### src/verilog/qenc_pkg.sv
package qenc_pkg;
    // ----------------------------------------
    // clock and rate multiplier timing
    // ----------------------------------------
    localparam int unsigned CLK_HZ = 125_000_000;
    localparam int unsigned RM_IN_MIN_HZ = 400;
    localparam int unsigned RM_PERIOD_MAX_CYC = CLK_HZ / RM_IN_MIN_HZ;
    localparam int unsigned NUM_PORTS = 3;
    localparam int unsigned FACTOR_W = 16;
    // ----------------------------------------
    // register offsets
    // ----------------------------------------
    localparam logic [7:0] REG_CONFIG = 8'h00;
    localparam logic [7:0] REG_POSITION = 8'h04;
    localparam logic [7:0] REG_CLEAR = 8'h08;
    localparam logic [7:0] REG_HYST = 8'h0c;
    localparam logic [7:0] REG_MUL = 8'h10;
    localparam logic [7:0] REG_DIV = 8'h14;
    localparam logic [7:0] REG_RM_SRC = 8'h18;
    localparam logic [7:0] REG_MUL_BOUNDS = 8'h1c;
    localparam logic [7:0] REG_DIV_BOUNDS = 8'h20;
    localparam logic [7:0] REG_TRIG = 8'h24;
    // ----------------------------------------
    // field positions
    // ----------------------------------------
    localparam int unsigned CFG_PHASE_LSB = 0;
    localparam int unsigned CFG_QUAD_LSB = 2;
    localparam int unsigned CFG_BIDIR_BIT = 4;
    localparam int unsigned CFG_XCLR_PORT_LSB = 8;
    localparam int unsigned CFG_XCLR_EDGE_BIT = 10;
    localparam int unsigned CFG_XCLR_INV_BIT = 11;
    localparam int unsigned CFG_CLR_SRC_BIT = 12;
    localparam int unsigned CLR_SW_BIT = 0;
    localparam int unsigned RMSRC_TICK_BIT = 0;
    localparam int unsigned RMSRC_PORT_LSB = 1;
    localparam int unsigned TRIG_FS_RM_BIT = 0;
    localparam int unsigned TRIG_FS_EN_BIT = 1;
    localparam int unsigned TRIG_ROUTE_PORT_LSB = 2;
    localparam int unsigned TRIG_ROUTE_EN_LSB = 4;
    localparam int unsigned BOUND_UPPER_LSB = 16;
    // ----------------------------------------
    // trigger event lanes
    // ----------------------------------------
    localparam int unsigned EV_ACQ_START = 0;
    localparam int unsigned EV_FRAME_START = 1;
    localparam int unsigned EV_LINE_START = 2;
    localparam int unsigned EV_END_EXPOSURE = 3;
    // ----------------------------------------
    // reset values and factor bounds
    // ----------------------------------------
    localparam logic [1:0] PHASE_SEL_RST = 2'h1;
    localparam logic [1:0] QUAD_SEL_RST = 2'h2;
    localparam logic [1:0] XCLR_PORT_RST = 2'h0;
    localparam logic [15:0] HYST_RST = 16'h0002;
    localparam logic [15:0] FACTOR_RST = 16'h0001;
    localparam logic [15:0] FACTOR_MIN_DEF = 16'h0001;
    localparam logic [15:0] FACTOR_MAX_DEF = 16'h0400;
    // ----------------------------------------
    // types
    // ----------------------------------------
    typedef enum logic {CLR_SOFTWARE, CLR_EXTERNAL} clear_source_e;
    typedef struct packed {
        logic psel;
        logic penable;
        logic pwrite;
        logic [7:0] paddr;
        logic [31:0] pwdata;
    } apb_req_s;
    typedef struct packed {
        logic pready;
        logic pslverr;
        logic [31:0] prdata;
    } apb_rsp_s;
    typedef struct packed {
        logic valid;
        logic up;
    } step_s;
endpackage

### src/verilog/quad_encoder_rate_mult.sv
module quad_encoder_rate_mult
    import qenc_pkg::*;
#(
    parameter int unsigned RM_PERIOD_MAX = RM_PERIOD_MAX_CYC,
    parameter logic [15:0] MUL_MIN = FACTOR_MIN_DEF,
    parameter logic [15:0] MUL_MAX = FACTOR_MAX_DEF,
    parameter logic [15:0] DIV_MIN = FACTOR_MIN_DEF,
    parameter logic [15:0] DIV_MAX = FACTOR_MAX_DEF
) (
    input wire logic clk_in,
    input wire logic rst_in,
    input wire apb_req_s apb_req_in,
    output apb_rsp_s apb_rsp_out,
    input wire logic [NUM_PORTS-1:0] port_in,
    output logic tick_out,
    output logic [31:0] position_count_out,
    output logic target_clear_out,
    output logic rate_pulse_out,
    output logic frame_start_enable_out,
    output logic [3:0] trig_event_out
);
    // ----------------------------------------
    // state
    // ----------------------------------------
    typedef struct packed {
        logic [1:0] phase_input_select;
        logic [1:0] quadrature_input_select;
        logic bidirectional_tick_enable;
        logic [1:0] external_clear_port_select;
        logic external_clear_edge_mode;
        logic external_clear_polarity_invert;
        clear_source_e position_clear_source;
        logic [15:0] hyst;
        logic [FACTOR_W-1:0] mul;
        logic [FACTOR_W-1:0] div;
        logic rm_src_tick;
        logic [1:0] rm_port;
        logic fs_from_rm;
        logic fs_enable;
        logic [1:0] route_port;
        logic [3:0] route_en;
        logic [31:0] position_count;
        logic [31:0] mark;
        logic forward;
        logic tick;
        logic clr_prev;
        logic clr_pulse;
        logic [3:0] events;
        logic [31:0] rdata;
        logic slverr;
    } top_s;
    top_s q, d;

    step_s step;
    logic rm_pulse;
    logic rm_source;
    logic clr_level;
    logic ext_clear;
    logic sw_clear;
    logic do_clear;
    logic wr_en;
    logic setup;
    logic route_level;
    logic [31:0] pos_next;
    logic signed [31:0] delta;
    logic [31:0] rd_mux;
    logic rd_err;
    logic cfg_wr;
    logic clr_level_next;

    function automatic logic pick(input logic [NUM_PORTS-1:0] ports, input logic [1:0] sel);
        logic v;
        v = 1'b0;
        if (32'(sel) < NUM_PORTS) begin
            v = ports[sel];
        end
        return v;
    endfunction

    function automatic logic [15:0] clamp(input logic [15:0] v, input logic [15:0] lo, input logic [15:0] hi);
        logic [15:0] r;
        r = v;
        if (v < lo) begin
            r = lo;
        end else if (v > hi) begin
            r = hi;
        end
        return r;
    endfunction

    // ----------------------------------------
    // quadrature decoding
    // ----------------------------------------
    quad_step_decoder u_decoder (
        .clk_in(clk_in),
        .rst_in(rst_in),
        .phase_in(pick(port_in, q.phase_input_select)),
        .quad_in(pick(port_in, q.quadrature_input_select)),
        .step_out(step)
    );

    // ----------------------------------------
    // rate multiplier
    // ----------------------------------------
    assign rm_source = q.rm_src_tick ? q.tick : pick(port_in, q.rm_port);

    rate_multiplier #(
        .PERIOD_MAX(RM_PERIOD_MAX)
    ) u_rate_mult (
        .clk_in(clk_in),
        .rst_in(rst_in),
        .source_in(rm_source),
        .mul_in(q.mul),
        .div_in(q.div),
        .pulse_out(rm_pulse)
    );

    // ----------------------------------------
    // apb decode
    // ----------------------------------------
    assign setup = apb_req_in.psel & ~apb_req_in.penable;
    assign wr_en = apb_req_in.psel & apb_req_in.penable & apb_req_in.pwrite;

    always_comb begin
        rd_mux = '0;
        rd_err = 1'b0;
        case (apb_req_in.paddr)
            REG_CONFIG: begin
                rd_mux[CFG_PHASE_LSB +: 2] = q.phase_input_select;
                rd_mux[CFG_QUAD_LSB +: 2] = q.quadrature_input_select;
                rd_mux[CFG_BIDIR_BIT] = q.bidirectional_tick_enable;
                rd_mux[CFG_XCLR_PORT_LSB +: 2] = q.external_clear_port_select;
                rd_mux[CFG_XCLR_EDGE_BIT] = q.external_clear_edge_mode;
                rd_mux[CFG_XCLR_INV_BIT] = q.external_clear_polarity_invert;
                rd_mux[CFG_CLR_SRC_BIT] = q.position_clear_source;
            end
            REG_POSITION: begin
                rd_mux = q.position_count;
            end
            REG_CLEAR: begin
                rd_mux = '0;
            end
            REG_HYST: begin
                rd_mux[15:0] = q.hyst;
            end
            REG_MUL: begin
                rd_mux[FACTOR_W-1:0] = q.mul;
            end
            REG_DIV: begin
                rd_mux[FACTOR_W-1:0] = q.div;
            end
            REG_RM_SRC: begin
                rd_mux[RMSRC_TICK_BIT] = q.rm_src_tick;
                rd_mux[RMSRC_PORT_LSB +: 2] = q.rm_port;
            end
            REG_MUL_BOUNDS: begin
                rd_mux = {MUL_MAX, MUL_MIN};
            end
            REG_DIV_BOUNDS: begin
                rd_mux = {DIV_MAX, DIV_MIN};
            end
            REG_TRIG: begin
                rd_mux[TRIG_FS_RM_BIT] = q.fs_from_rm;
                rd_mux[TRIG_FS_EN_BIT] = q.fs_enable;
                rd_mux[TRIG_ROUTE_PORT_LSB +: 2] = q.route_port;
                rd_mux[TRIG_ROUTE_EN_LSB +: 4] = q.route_en;
            end
            default: begin
                rd_err = 1'b1;
            end
        endcase
    end

    // ----------------------------------------
    // position clear sources
    // ----------------------------------------
    assign clr_level = pick(port_in, q.external_clear_port_select) ^ q.external_clear_polarity_invert;
    assign cfg_wr = wr_en && (apb_req_in.paddr == REG_CONFIG);
    assign clr_level_next = cfg_wr ? (pick(port_in, apb_req_in.pwdata[CFG_XCLR_PORT_LSB +: 2]) ^
                                      apb_req_in.pwdata[CFG_XCLR_INV_BIT]) : clr_level;
    assign ext_clear = (q.position_clear_source == CLR_EXTERNAL) &&
                       (q.external_clear_edge_mode ? (clr_level & ~q.clr_prev) : clr_level);
    assign sw_clear = wr_en && (apb_req_in.paddr == REG_CLEAR) && apb_req_in.pwdata[CLR_SW_BIT] &&
                      (q.position_clear_source == CLR_SOFTWARE);
    assign do_clear = sw_clear | ext_clear;
    assign route_level = pick(port_in, q.route_port);

    // ----------------------------------------
    // next state
    // ----------------------------------------
    always_comb begin
        d = q;
        d.clr_prev = clr_level_next;
        d.tick = 1'b0;
        d.clr_pulse = 1'b0;
        pos_next = step.up ? q.position_count + 32'h0000_0001 : q.position_count - 32'h0000_0001;
        delta = q.forward ? $signed(pos_next - q.mark) : $signed(q.mark - pos_next);

        if (!q.bidirectional_tick_enable) begin
            d.forward = 1'b1;
        end

        // position and tick generation
        if (do_clear) begin
            d.position_count = '0;
            d.mark = '0;
            d.forward = 1'b1;
            d.clr_pulse = 1'b1;
        end else if (step.valid) begin
            d.position_count = pos_next;
            if (delta > 0) begin
                d.tick = 1'b1;
                d.mark = pos_next;
            end else if (q.bidirectional_tick_enable && (-delta >= $signed({16'h0000, q.hyst}))) begin
                d.tick = 1'b1;
                d.mark = pos_next;
                d.forward = ~q.forward;
            end else begin
                d.mark = q.mark;
            end
        end

        // trigger routing
        d.events = q.route_en & {4{route_level}};
        if (q.fs_from_rm) begin
            d.events[EV_FRAME_START] = q.fs_enable & rm_pulse;
        end

        // register writes
        if (wr_en) begin
            case (apb_req_in.paddr)
                REG_CONFIG: begin
                    d.phase_input_select = apb_req_in.pwdata[CFG_PHASE_LSB +: 2];
                    d.quadrature_input_select = apb_req_in.pwdata[CFG_QUAD_LSB +: 2];
                    d.bidirectional_tick_enable = apb_req_in.pwdata[CFG_BIDIR_BIT];
                    d.external_clear_port_select = apb_req_in.pwdata[CFG_XCLR_PORT_LSB +: 2];
                    d.external_clear_edge_mode = apb_req_in.pwdata[CFG_XCLR_EDGE_BIT];
                    d.external_clear_polarity_invert = apb_req_in.pwdata[CFG_XCLR_INV_BIT];
                    d.position_clear_source = clear_source_e'(apb_req_in.pwdata[CFG_CLR_SRC_BIT]);
                end
                REG_HYST: begin
                    d.hyst = apb_req_in.pwdata[15:0];
                end
                REG_MUL: begin
                    d.mul = clamp(apb_req_in.pwdata[15:0], MUL_MIN, MUL_MAX);
                end
                REG_DIV: begin
                    d.div = clamp(apb_req_in.pwdata[15:0], DIV_MIN, DIV_MAX);
                end
                REG_RM_SRC: begin
                    d.rm_src_tick = apb_req_in.pwdata[RMSRC_TICK_BIT];
                    d.rm_port = apb_req_in.pwdata[RMSRC_PORT_LSB +: 2];
                end
                REG_TRIG: begin
                    d.fs_from_rm = apb_req_in.pwdata[TRIG_FS_RM_BIT];
                    d.fs_enable = apb_req_in.pwdata[TRIG_FS_EN_BIT];
                    d.route_port = apb_req_in.pwdata[TRIG_ROUTE_PORT_LSB +: 2];
                    d.route_en = apb_req_in.pwdata[TRIG_ROUTE_EN_LSB +: 4];
                end
                default: begin
                    d.hyst = q.hyst;
                end
            endcase
        end

        // read data latched in the setup cycle
        if (setup) begin
            d.rdata = apb_req_in.pwrite ? 32'h0000_0000 : rd_mux;
            d.slverr = rd_err;
        end
    end

    // ----------------------------------------
    // registers
    // ----------------------------------------
    always_ff @(posedge clk_in or posedge rst_in) begin
        if (rst_in) begin
            q <= '0;
            q.phase_input_select <= PHASE_SEL_RST;
            q.quadrature_input_select <= QUAD_SEL_RST;
            q.external_clear_port_select <= XCLR_PORT_RST;
            q.position_clear_source <= CLR_SOFTWARE;
            q.hyst <= HYST_RST;
            q.mul <= FACTOR_RST;
            q.div <= FACTOR_RST;
            q.forward <= 1'b1;
        end else begin
            q <= d;
        end
    end

    // ----------------------------------------
    // outputs
    // ----------------------------------------
    assign apb_rsp_out.pready = apb_req_in.psel & apb_req_in.penable;
    assign apb_rsp_out.pslverr = apb_req_in.psel & apb_req_in.penable & q.slverr;
    assign apb_rsp_out.prdata = q.rdata;
    assign tick_out = q.tick;
    assign position_count_out = q.position_count;
    assign target_clear_out = q.clr_pulse;
    assign rate_pulse_out = rm_pulse;
    assign frame_start_enable_out = q.fs_enable;
    assign trig_event_out = q.events;
endmodule

### src/verilog/quad_step_decoder.sv
module quad_step_decoder
    import qenc_pkg::*;
(
    input wire logic clk_in,
    input wire logic rst_in,
    input wire logic phase_in,
    input wire logic quad_in,
    output step_s step_out
);
    // ----------------------------------------
    // state
    // ----------------------------------------
    typedef struct packed {
        logic [1:0] prev;
        step_s step;
    } dec_s;
    dec_s q, d;

    // ----------------------------------------
    // one step per single-line change, both-line change dropped
    // ----------------------------------------
    always_comb begin
        d = q;
        d.prev = {phase_in, quad_in};
        d.step.valid = (phase_in ^ q.prev[1]) ^ (quad_in ^ q.prev[0]);
        d.step.up = ~(q.prev[1] ^ quad_in);
    end

    always_ff @(posedge clk_in or posedge rst_in) begin
        if (rst_in) begin
            q <= '0;
        end else begin
            q <= d;
        end
    end

    assign step_out = q.step;
endmodule

### src/verilog/rate_multiplier.sv
module rate_multiplier
    import qenc_pkg::*;
#(
    parameter int unsigned PERIOD_MAX = RM_PERIOD_MAX_CYC,
    parameter int unsigned PERIOD_W = $clog2(PERIOD_MAX + 1)
) (
    input wire logic clk_in,
    input wire logic rst_in,
    input wire logic source_in,
    input wire logic [FACTOR_W-1:0] mul_in,
    input wire logic [FACTOR_W-1:0] div_in,
    output logic pulse_out
);
    localparam int unsigned ACC_W = FACTOR_W + PERIOD_W + 1;
    localparam logic [PERIOD_W-1:0] CNT_LIMIT = PERIOD_W'(PERIOD_MAX);
    // ----------------------------------------
    // state
    // ----------------------------------------
    typedef struct packed {
        logic src_prev;
        logic seen;
        logic valid;
        logic [PERIOD_W-1:0] cnt;
        logic [PERIOD_W-1:0] period;
        logic [ACC_W-1:0] acc;
        logic pulse;
    } rm_s;
    rm_s q, d;
    logic rise;
    logic [ACC_W-1:0] limit;
    logic [ACC_W-1:0] sum;

    // ----------------------------------------
    // period measure and phase accumulator
    // ----------------------------------------
    always_comb begin
        d = q;
        rise = source_in & ~q.src_prev;
        limit = ACC_W'(div_in) * ACC_W'(q.period);
        sum = q.acc + ACC_W'(mul_in);
        d.src_prev = source_in;
        d.pulse = 1'b0;
        if (rise) begin
            d.seen = 1'b1;
            d.valid = q.seen && (q.cnt != CNT_LIMIT);
            d.period = q.cnt + PERIOD_W'(1);
            d.cnt = '0;
        end else if (q.cnt != CNT_LIMIT) begin
            d.cnt = q.cnt + PERIOD_W'(1);
        end else begin
            d.valid = 1'b0;
        end
        if (!q.valid) begin
            d.acc = '0;
        end else if (sum >= limit) begin
            d.pulse = 1'b1;
            d.acc = (sum - limit < limit) ? sum - limit : limit;
        end else begin
            d.acc = sum;
        end
    end

    always_ff @(posedge clk_in or posedge rst_in) begin
        if (rst_in) begin
            q <= '0;
        end else begin
            q <= d;
        end
    end

    assign pulse_out = q.pulse;
endmodule

### config.mk
export PLATFORM = sky130hd
export DESIGN_NAME = quad_encoder_rate_mult
export DESIGN_NICKNAME = d
export VERILOG_FILES = /design/src/verilog/qenc_pkg.sv /design/src/verilog/quad_encoder_rate_mult.sv /design/src/verilog/quad_step_decoder.sv /design/src/verilog/rate_multiplier.sv
export SDC_FILE = /design/constraint.sdc
export NUM_CORES = 2
export LEC_CHECK = 0
export BUFFER_PORTS_ARGS = -buffer_cell sky130_fd_sc_hd__buf_2
export CAP_MARGIN = 15
export CORE_ASPECT_RATIO = 1.5
export CORE_UTILIZATION = 70
export CTS_CLUSTER_DIAMETER = 40
export CTS_CLUSTER_SIZE = 12
export DETAILED_ROUTE_END_ITERATION = 10
export GPL_TIMING_DRIVEN = 1
export PLACE_DENSITY = 0.94
export SYNTH_ARGS = -nofsm -noshare
export SYNTH_HDL_FRONTEND = slang
export SYNTH_HIERARCHICAL = 1
export SYNTH_SLANG_ARGS = --single-unit
### constraint.sdc
create_clock -name clk_in -period 26.7 [get_ports clk_in]
set_input_delay 2.67 -clock clk_in [delete_from_list [all_inputs] [get_ports clk_in]]
set_output_delay 2.67 -clock clk_in [all_outputs]
set_load 0.02 [all_outputs]
Word level (Yosys, flattened, before mapping) --
Index checks and enable logic that the tools add are counted.
Word-level totals: register bits 256, bits of input ports 48, word-level logic and storage cells 166
Operators by class: $add $sub $neg 8, multiply operators 1, order comparisons 18, eq/ne operators 11, muxes and demuxes 52, bitwise gates (word level) 21, reduce and logical (&&, ||, !) cells 20
Operators by type and width (count):
- 2-to-1 mux 32 bit | 5
- 2-to-1 mux 36 bit | 3
- 2-to-1 mux 66 bit | 1
- 2-to-1 mux 65 bit | 1
- subtractor 32 bit | 2
- adder 36 x 16 -> 36 bit | 1
- >= comparator 36 x 35 -> 1 bit | 1
- less-than comparator 36 x 35 -> 1 bit | 1
- subtractor 36 x 35 -> 36 bit | 1
- multiplier 16 x 19 -> 35 bit | 1
- adder 32 x 1 -> 32 bit, second input constant | 1
- == test 8 x 5 -> 1 bit, second input constant | 4
- >= comparator 32 x 17 -> 1 bit | 1
- greater-than comparator 32 x 1 -> 1 bit, second input constant | 1
- 2-to-1 mux 16 bit | 2
- negator 32 bit | 1
- one-hot mux 16 bit (2 select lines) | 1
- subtractor 32 x 1 -> 32 bit, second input constant | 1
- 2-to-1 mux 1 bit | 25
- one-hot mux 5 bit (5 select lines) | 1
- one-hot mux 3 bit (8 select lines) | 1
- 2-to-1 mux 20 bit | 1
- adder 19 x 1 -> 19 bit, second input constant | 1
- 2-to-1 mux 19 bit | 1
- 26 further kinds | 72

Longest topological paths before layout --
depth in word-level cells 11, mapped depth 49, gate-level depth less buffers 46

Hierarchy --
Netlist, hierarchy kept.
Modules (own cells, without submodules):
- rate_multiplier | instances 1, cells each 2018, area an instance 17439.2 sq um, seq. area each 1951.9 sq um
- quad_encoder_rate_mult | instances 1, cells each 1595, area an instance 13720.7 sq um, seq. area each 4361.7 sq um
- quad_step_decoder | instances 1, cells each 10, area an instance 152.6 sq um, seq. area each 100.1 sq um

Least setup slack after synthesis --
Ideal clock, no wire load.
path type register -> register, start point register, netlist name q[125], end point register u_rate_mult/q[28] in the netlist's numbering, library setup time 0.130 ns, arrival time 9.643 ns, setup slack 16.928 ns, stages on the path, launching flop included 49, path buffers 4, clock period less this slack 9.772 ns, cell sequence dfrtp_1 -> clkbuf_1 -> clkbuf_1 -> nand2_1 -> fa_1 -> inv_1 -> fa_1 -> inv_1 -> fa_1 -> inv_1 -> fa_1 -> fa_1 -> inv_1 -> fa_1 -> inv_1 -> ha_1 -> a21oi_1 -> o21ai_0 -> [... 13 more ...] -> a32oi_1 -> nand2_1 -> o31ai_1 -> a21oi_1 -> xnor2_1 -> ha_1 -> nor2_1 -> nor2_1 -> o211ai_1 -> a211oi_1 -> nand3_1 -> mux2i_1 -> nor2_1 -> o2111ai_2 -> buf_6 -> buf_12 -> mux2i_1 -> o22ai_1
RTL lines:
- end signal, assigned | RTL line rate_multiplier.sv:65 | q <= '0;
- end signal, assigned | RTL line rate_multiplier.sv:67 | q <= d;
- end, declared | RTL line rate_multiplier.sv:28 | rm_s q, d;

==> summary.md <==
| Metric | Value |
|---|---|
| Share of the synthesized area in the top cell type | 20.0% |
| Hold Crit Class | flip-flop to flip-flop |
| Placer congestion estimate | 1.01 |
| Initial DRT Pass Iterations | 6 |
| Die area | 0.0456 sq mm |
| Sink Count | 256 |
| Post-detail-place hpwl | 69,700 um |
| Share of cells above drive strength 1 | 7.32% |
| Mapped Area | 0.0313 sq mm |
| Cts hold-fix bufs | 0 |
| P per Cell Area | 142 mW/mm^2 |
| Slowest CP cell | a2111oi_0 |
| Post_cts resized | 0 |
| First-pass GRT wire length | 144,000 um |
| Port Buffer Count | 105 |
| Hold Vio Cnt, Final | 0 |
| Kind of critical path | flip-flop to flip-flop |
| Synth Instances | 3,623 |
| I/O Pins | 122 |
| Initial antenna violation count | 1 |
| Routed WL per cell | 21.4 um |
| Post-synth top area cell | dfrtp_1 |
| Vias in the first global route | 29,100 |
| Final setup viols | 0 |
| Max incr delay on CP | 0.93 ns |
| Max FO, Critical Path | 36 |
| LEAKAGE | 16.3 nW |
| Die Span Y | 261 um |
| Top post-synthesis cells by area | dfrtp_1, fa_1, ha_1 |
| Starting Density | 71.2% |
| Net total in the final layout | 4,190 |
| FILL cells | 3,086 |
| Sequential area share after synthesis | 20.5% |
| Routed Antenna Nets | 0 |
| Crit path arrival time | 12.63 ns |
| Total Wirelength | 89,900 um |
| Clock transition at path regs | 0.06 ns |
| Syn. warnings | 6 |
| Largest net degree at the start of global routing | 92 |
| Count leader, synth | inv_1 |
| Global Route Usage Sum | 39.9% |
| DR vias | 27,300 |
| CTS tree | yes |
| H-tree levels | 2 |
| Async set-reset flop share out of synthesis | 100% |
| DRC | 0 |
| Mean Syn Cell Area | 8.64 sq um |
| Worst-margin pin slew | 1.13 ns |
| P&R area growth vs syn | 5.01% |
| CP Launch Point | q[118]$_DFFE_PP0P_ |
| Top_reg_cell synth | dfrtp_1 |
| CP most frequent cell | fa_1 |
| Count of pins over their slew limit | 0 |
| Slew headroom | 24.1% |
| Core Box Area | 0.0440 sq mm |
| Final std cells w/o fill | 4,200 |
| # rows | 94 |
| Die Wd | 175 um |
| Final min period | 12.23 ns |
| Worst Setup End Kind | flip-flop |
| Cts bufs inserted | 34 |
| Postcts setup bufs | 0 |
| Total gr overflow | 0 |
| Req. time, crit path | 27.10 ns |
| Period utilization | 45.8% |
| Final core occ | 74.8% |
| Setup TNS | 0 ns |
| Max Cap Viol | 0 |
| Max VDD drop | 0.000176 V |
| Vias/cell | 6.51 |
| RSZ-0062 raised after global routing | no |
| Startpoint type of the worst setup path | flip-flop |
| Commonest cells in the netlist | inv_1, nand2_1, ha_1, dfrtp_1, fa_1 |
| FF+latch count, synth | 256 |
| Syn nets | 4,214 |
| Number of placed cells counting well taps | 4,137 |
| Synth cell types | 103 |
| Worst skew pair latency | 0.54 ns |
| FF-to-FF Start | q[118]$_DFFE_PP0P_ |
| Clock skew | 0.0228 ns |
| Post-synth EDFFs | 0 |
| Root Driver | clkbuf_16 |
| Max Root-Sink Buffers | 3 |
| Starting DRT DRC Count | 2,471 |
| F_max | 0.0818 GHz |
| Outcome | finished clean |
| Hold path startpoint | u_rate_mult/q[76]$_DFFE_PP0P_ |
-- area by class of cell --
cell class	instances	area [sq um]	area share, %
Antenna cell	2	5.00	0.0152
Inverter	451	1700	5.17
Sequential cell	256	6410	19.5
Clock inverter	17	238	0.723
Timing Repair Buffer	128	722	2.20
Clock buffer	42	922	2.80
Multi-Input combinational cell	2728	22200	67.4
Tap cell	576	721	2.19
-- worst max-delay path, delay by kind of cell, from the launching register on --
family	cells	cell delay [ns]
flip-flops	1	0.92
AND/OR/NAND/NOR	8	1.64
adder cells (fa/ha/maj)	10	4.57
buffers and inverters	5	0.80
XOR/XNOR	2	0.39
multiplexers	1	0.41
AO/OA/AOI/OAI	9	3.33
-- stage by stage --
stage / setup slack (ns) / hold slack [ns] / instance area (sq um) / power, mW
after floorplan: 16.93 / 0.435 / 31300 / 3.32
after global placement: 15.12 / 0.452 / 31700 / 3.97
after detailed placement: 14.92 / 0.457 / 31700 / 4.06
after CTS: 14.81 / 0.473 / 32800 / 4.57
after global routing: 13.86 / 0.500 / 32900 / 4.98
final: 14.47 / 0.471 / 32900 / 4.66
-- cells by family (layout without fill, tap and decap cells) --
kind of cell	after synthesis	after routing	share of synthesized area, %
AOI/OAI and AO/OA	833	833	18.0
xor gates and xnor gates	187	187	5.30
adders and majority gates	544	544	27.5
buffers and inverters	639	638	8.83
DFF	256	256	20.5
muxes	107	107	3.52
other	1	3	0.0120
and+or+nand+nor	1056	1056	16.3
-- layer usage --
layer / global-route usage [%] / routed length (um) / up-vias
li1: - / - / 12200
met3: 6.24 / 5590 / 539
met2: 71.9 / 45900 / 1329
met5: 0 / 0 / -
met1: 40.2 / 30000 / 13200
met4: 34.2 / 8410 / 0
-- final timing paths --
path / to / slack [ns] / cells after the start
worst max-delay path: u_rate_mult/q[34]$_DFF_PP0_ / 14.47 / 35
max in group asynchronous: q[132]$_DFFE_PP1P_ / 22.95 / 4
min in group asynchronous: u_decoder/q[2]$_DFF_PP0_ / 2.10 / 2
worst min-delay path: u_rate_mult/q[76]$_DFFE_PP0P_ / 0.47 / 1
worst min register to register: u_rate_mult/q[76]$_DFFE_PP0P_ / 0.47 / 1
worst max register to register: u_rate_mult/q[34]$_DFF_PP0_ / 14.47 / 35
-- power breakdown --
group	switching, mW	internal, mW
Sequential	0.101	0.462
Clock	0.189	0.290
Combinational	2.25	1.38
Total	2.54	2.13
-- flip-flops by register name (all words and copies together), names as in the netlist --
signal,cells
trig_event_out,4
q,103
position_count_out,32
frame_start_enable_out,1
u_rate_mult/q,77
target_clear_out,1
apb_rsp_out,32
tick_out,1
u_decoder/q,2
u_rate_mult/pulse_out,1
u_decoder/step_out,2
-- placed cells by master (no fill, tap or decap), types with 32 or more instances in the layout --
master	synthesis	layout
buf_2	12	105
mux2i_1	82	82
o21ai_0	184	183
nand2_1	402	402
xor2_1	63	63
xnor2_1	121	121
fa_1	241	241
nor2_1	191	190
o2bb2ai_1	32	32
clkbuf_16	0	35
inv_1	448	446
dfrtp_1	250	249
a22o_1	44	44
a21oi_1	203	203
ha_1	302	302
nor3_1	35	34
a211oi_1	38	38
a21o_1	91	91
nand3_1	65	65
and2_1	166	166
No activity file was read; power rests on OpenSTA's default activity.
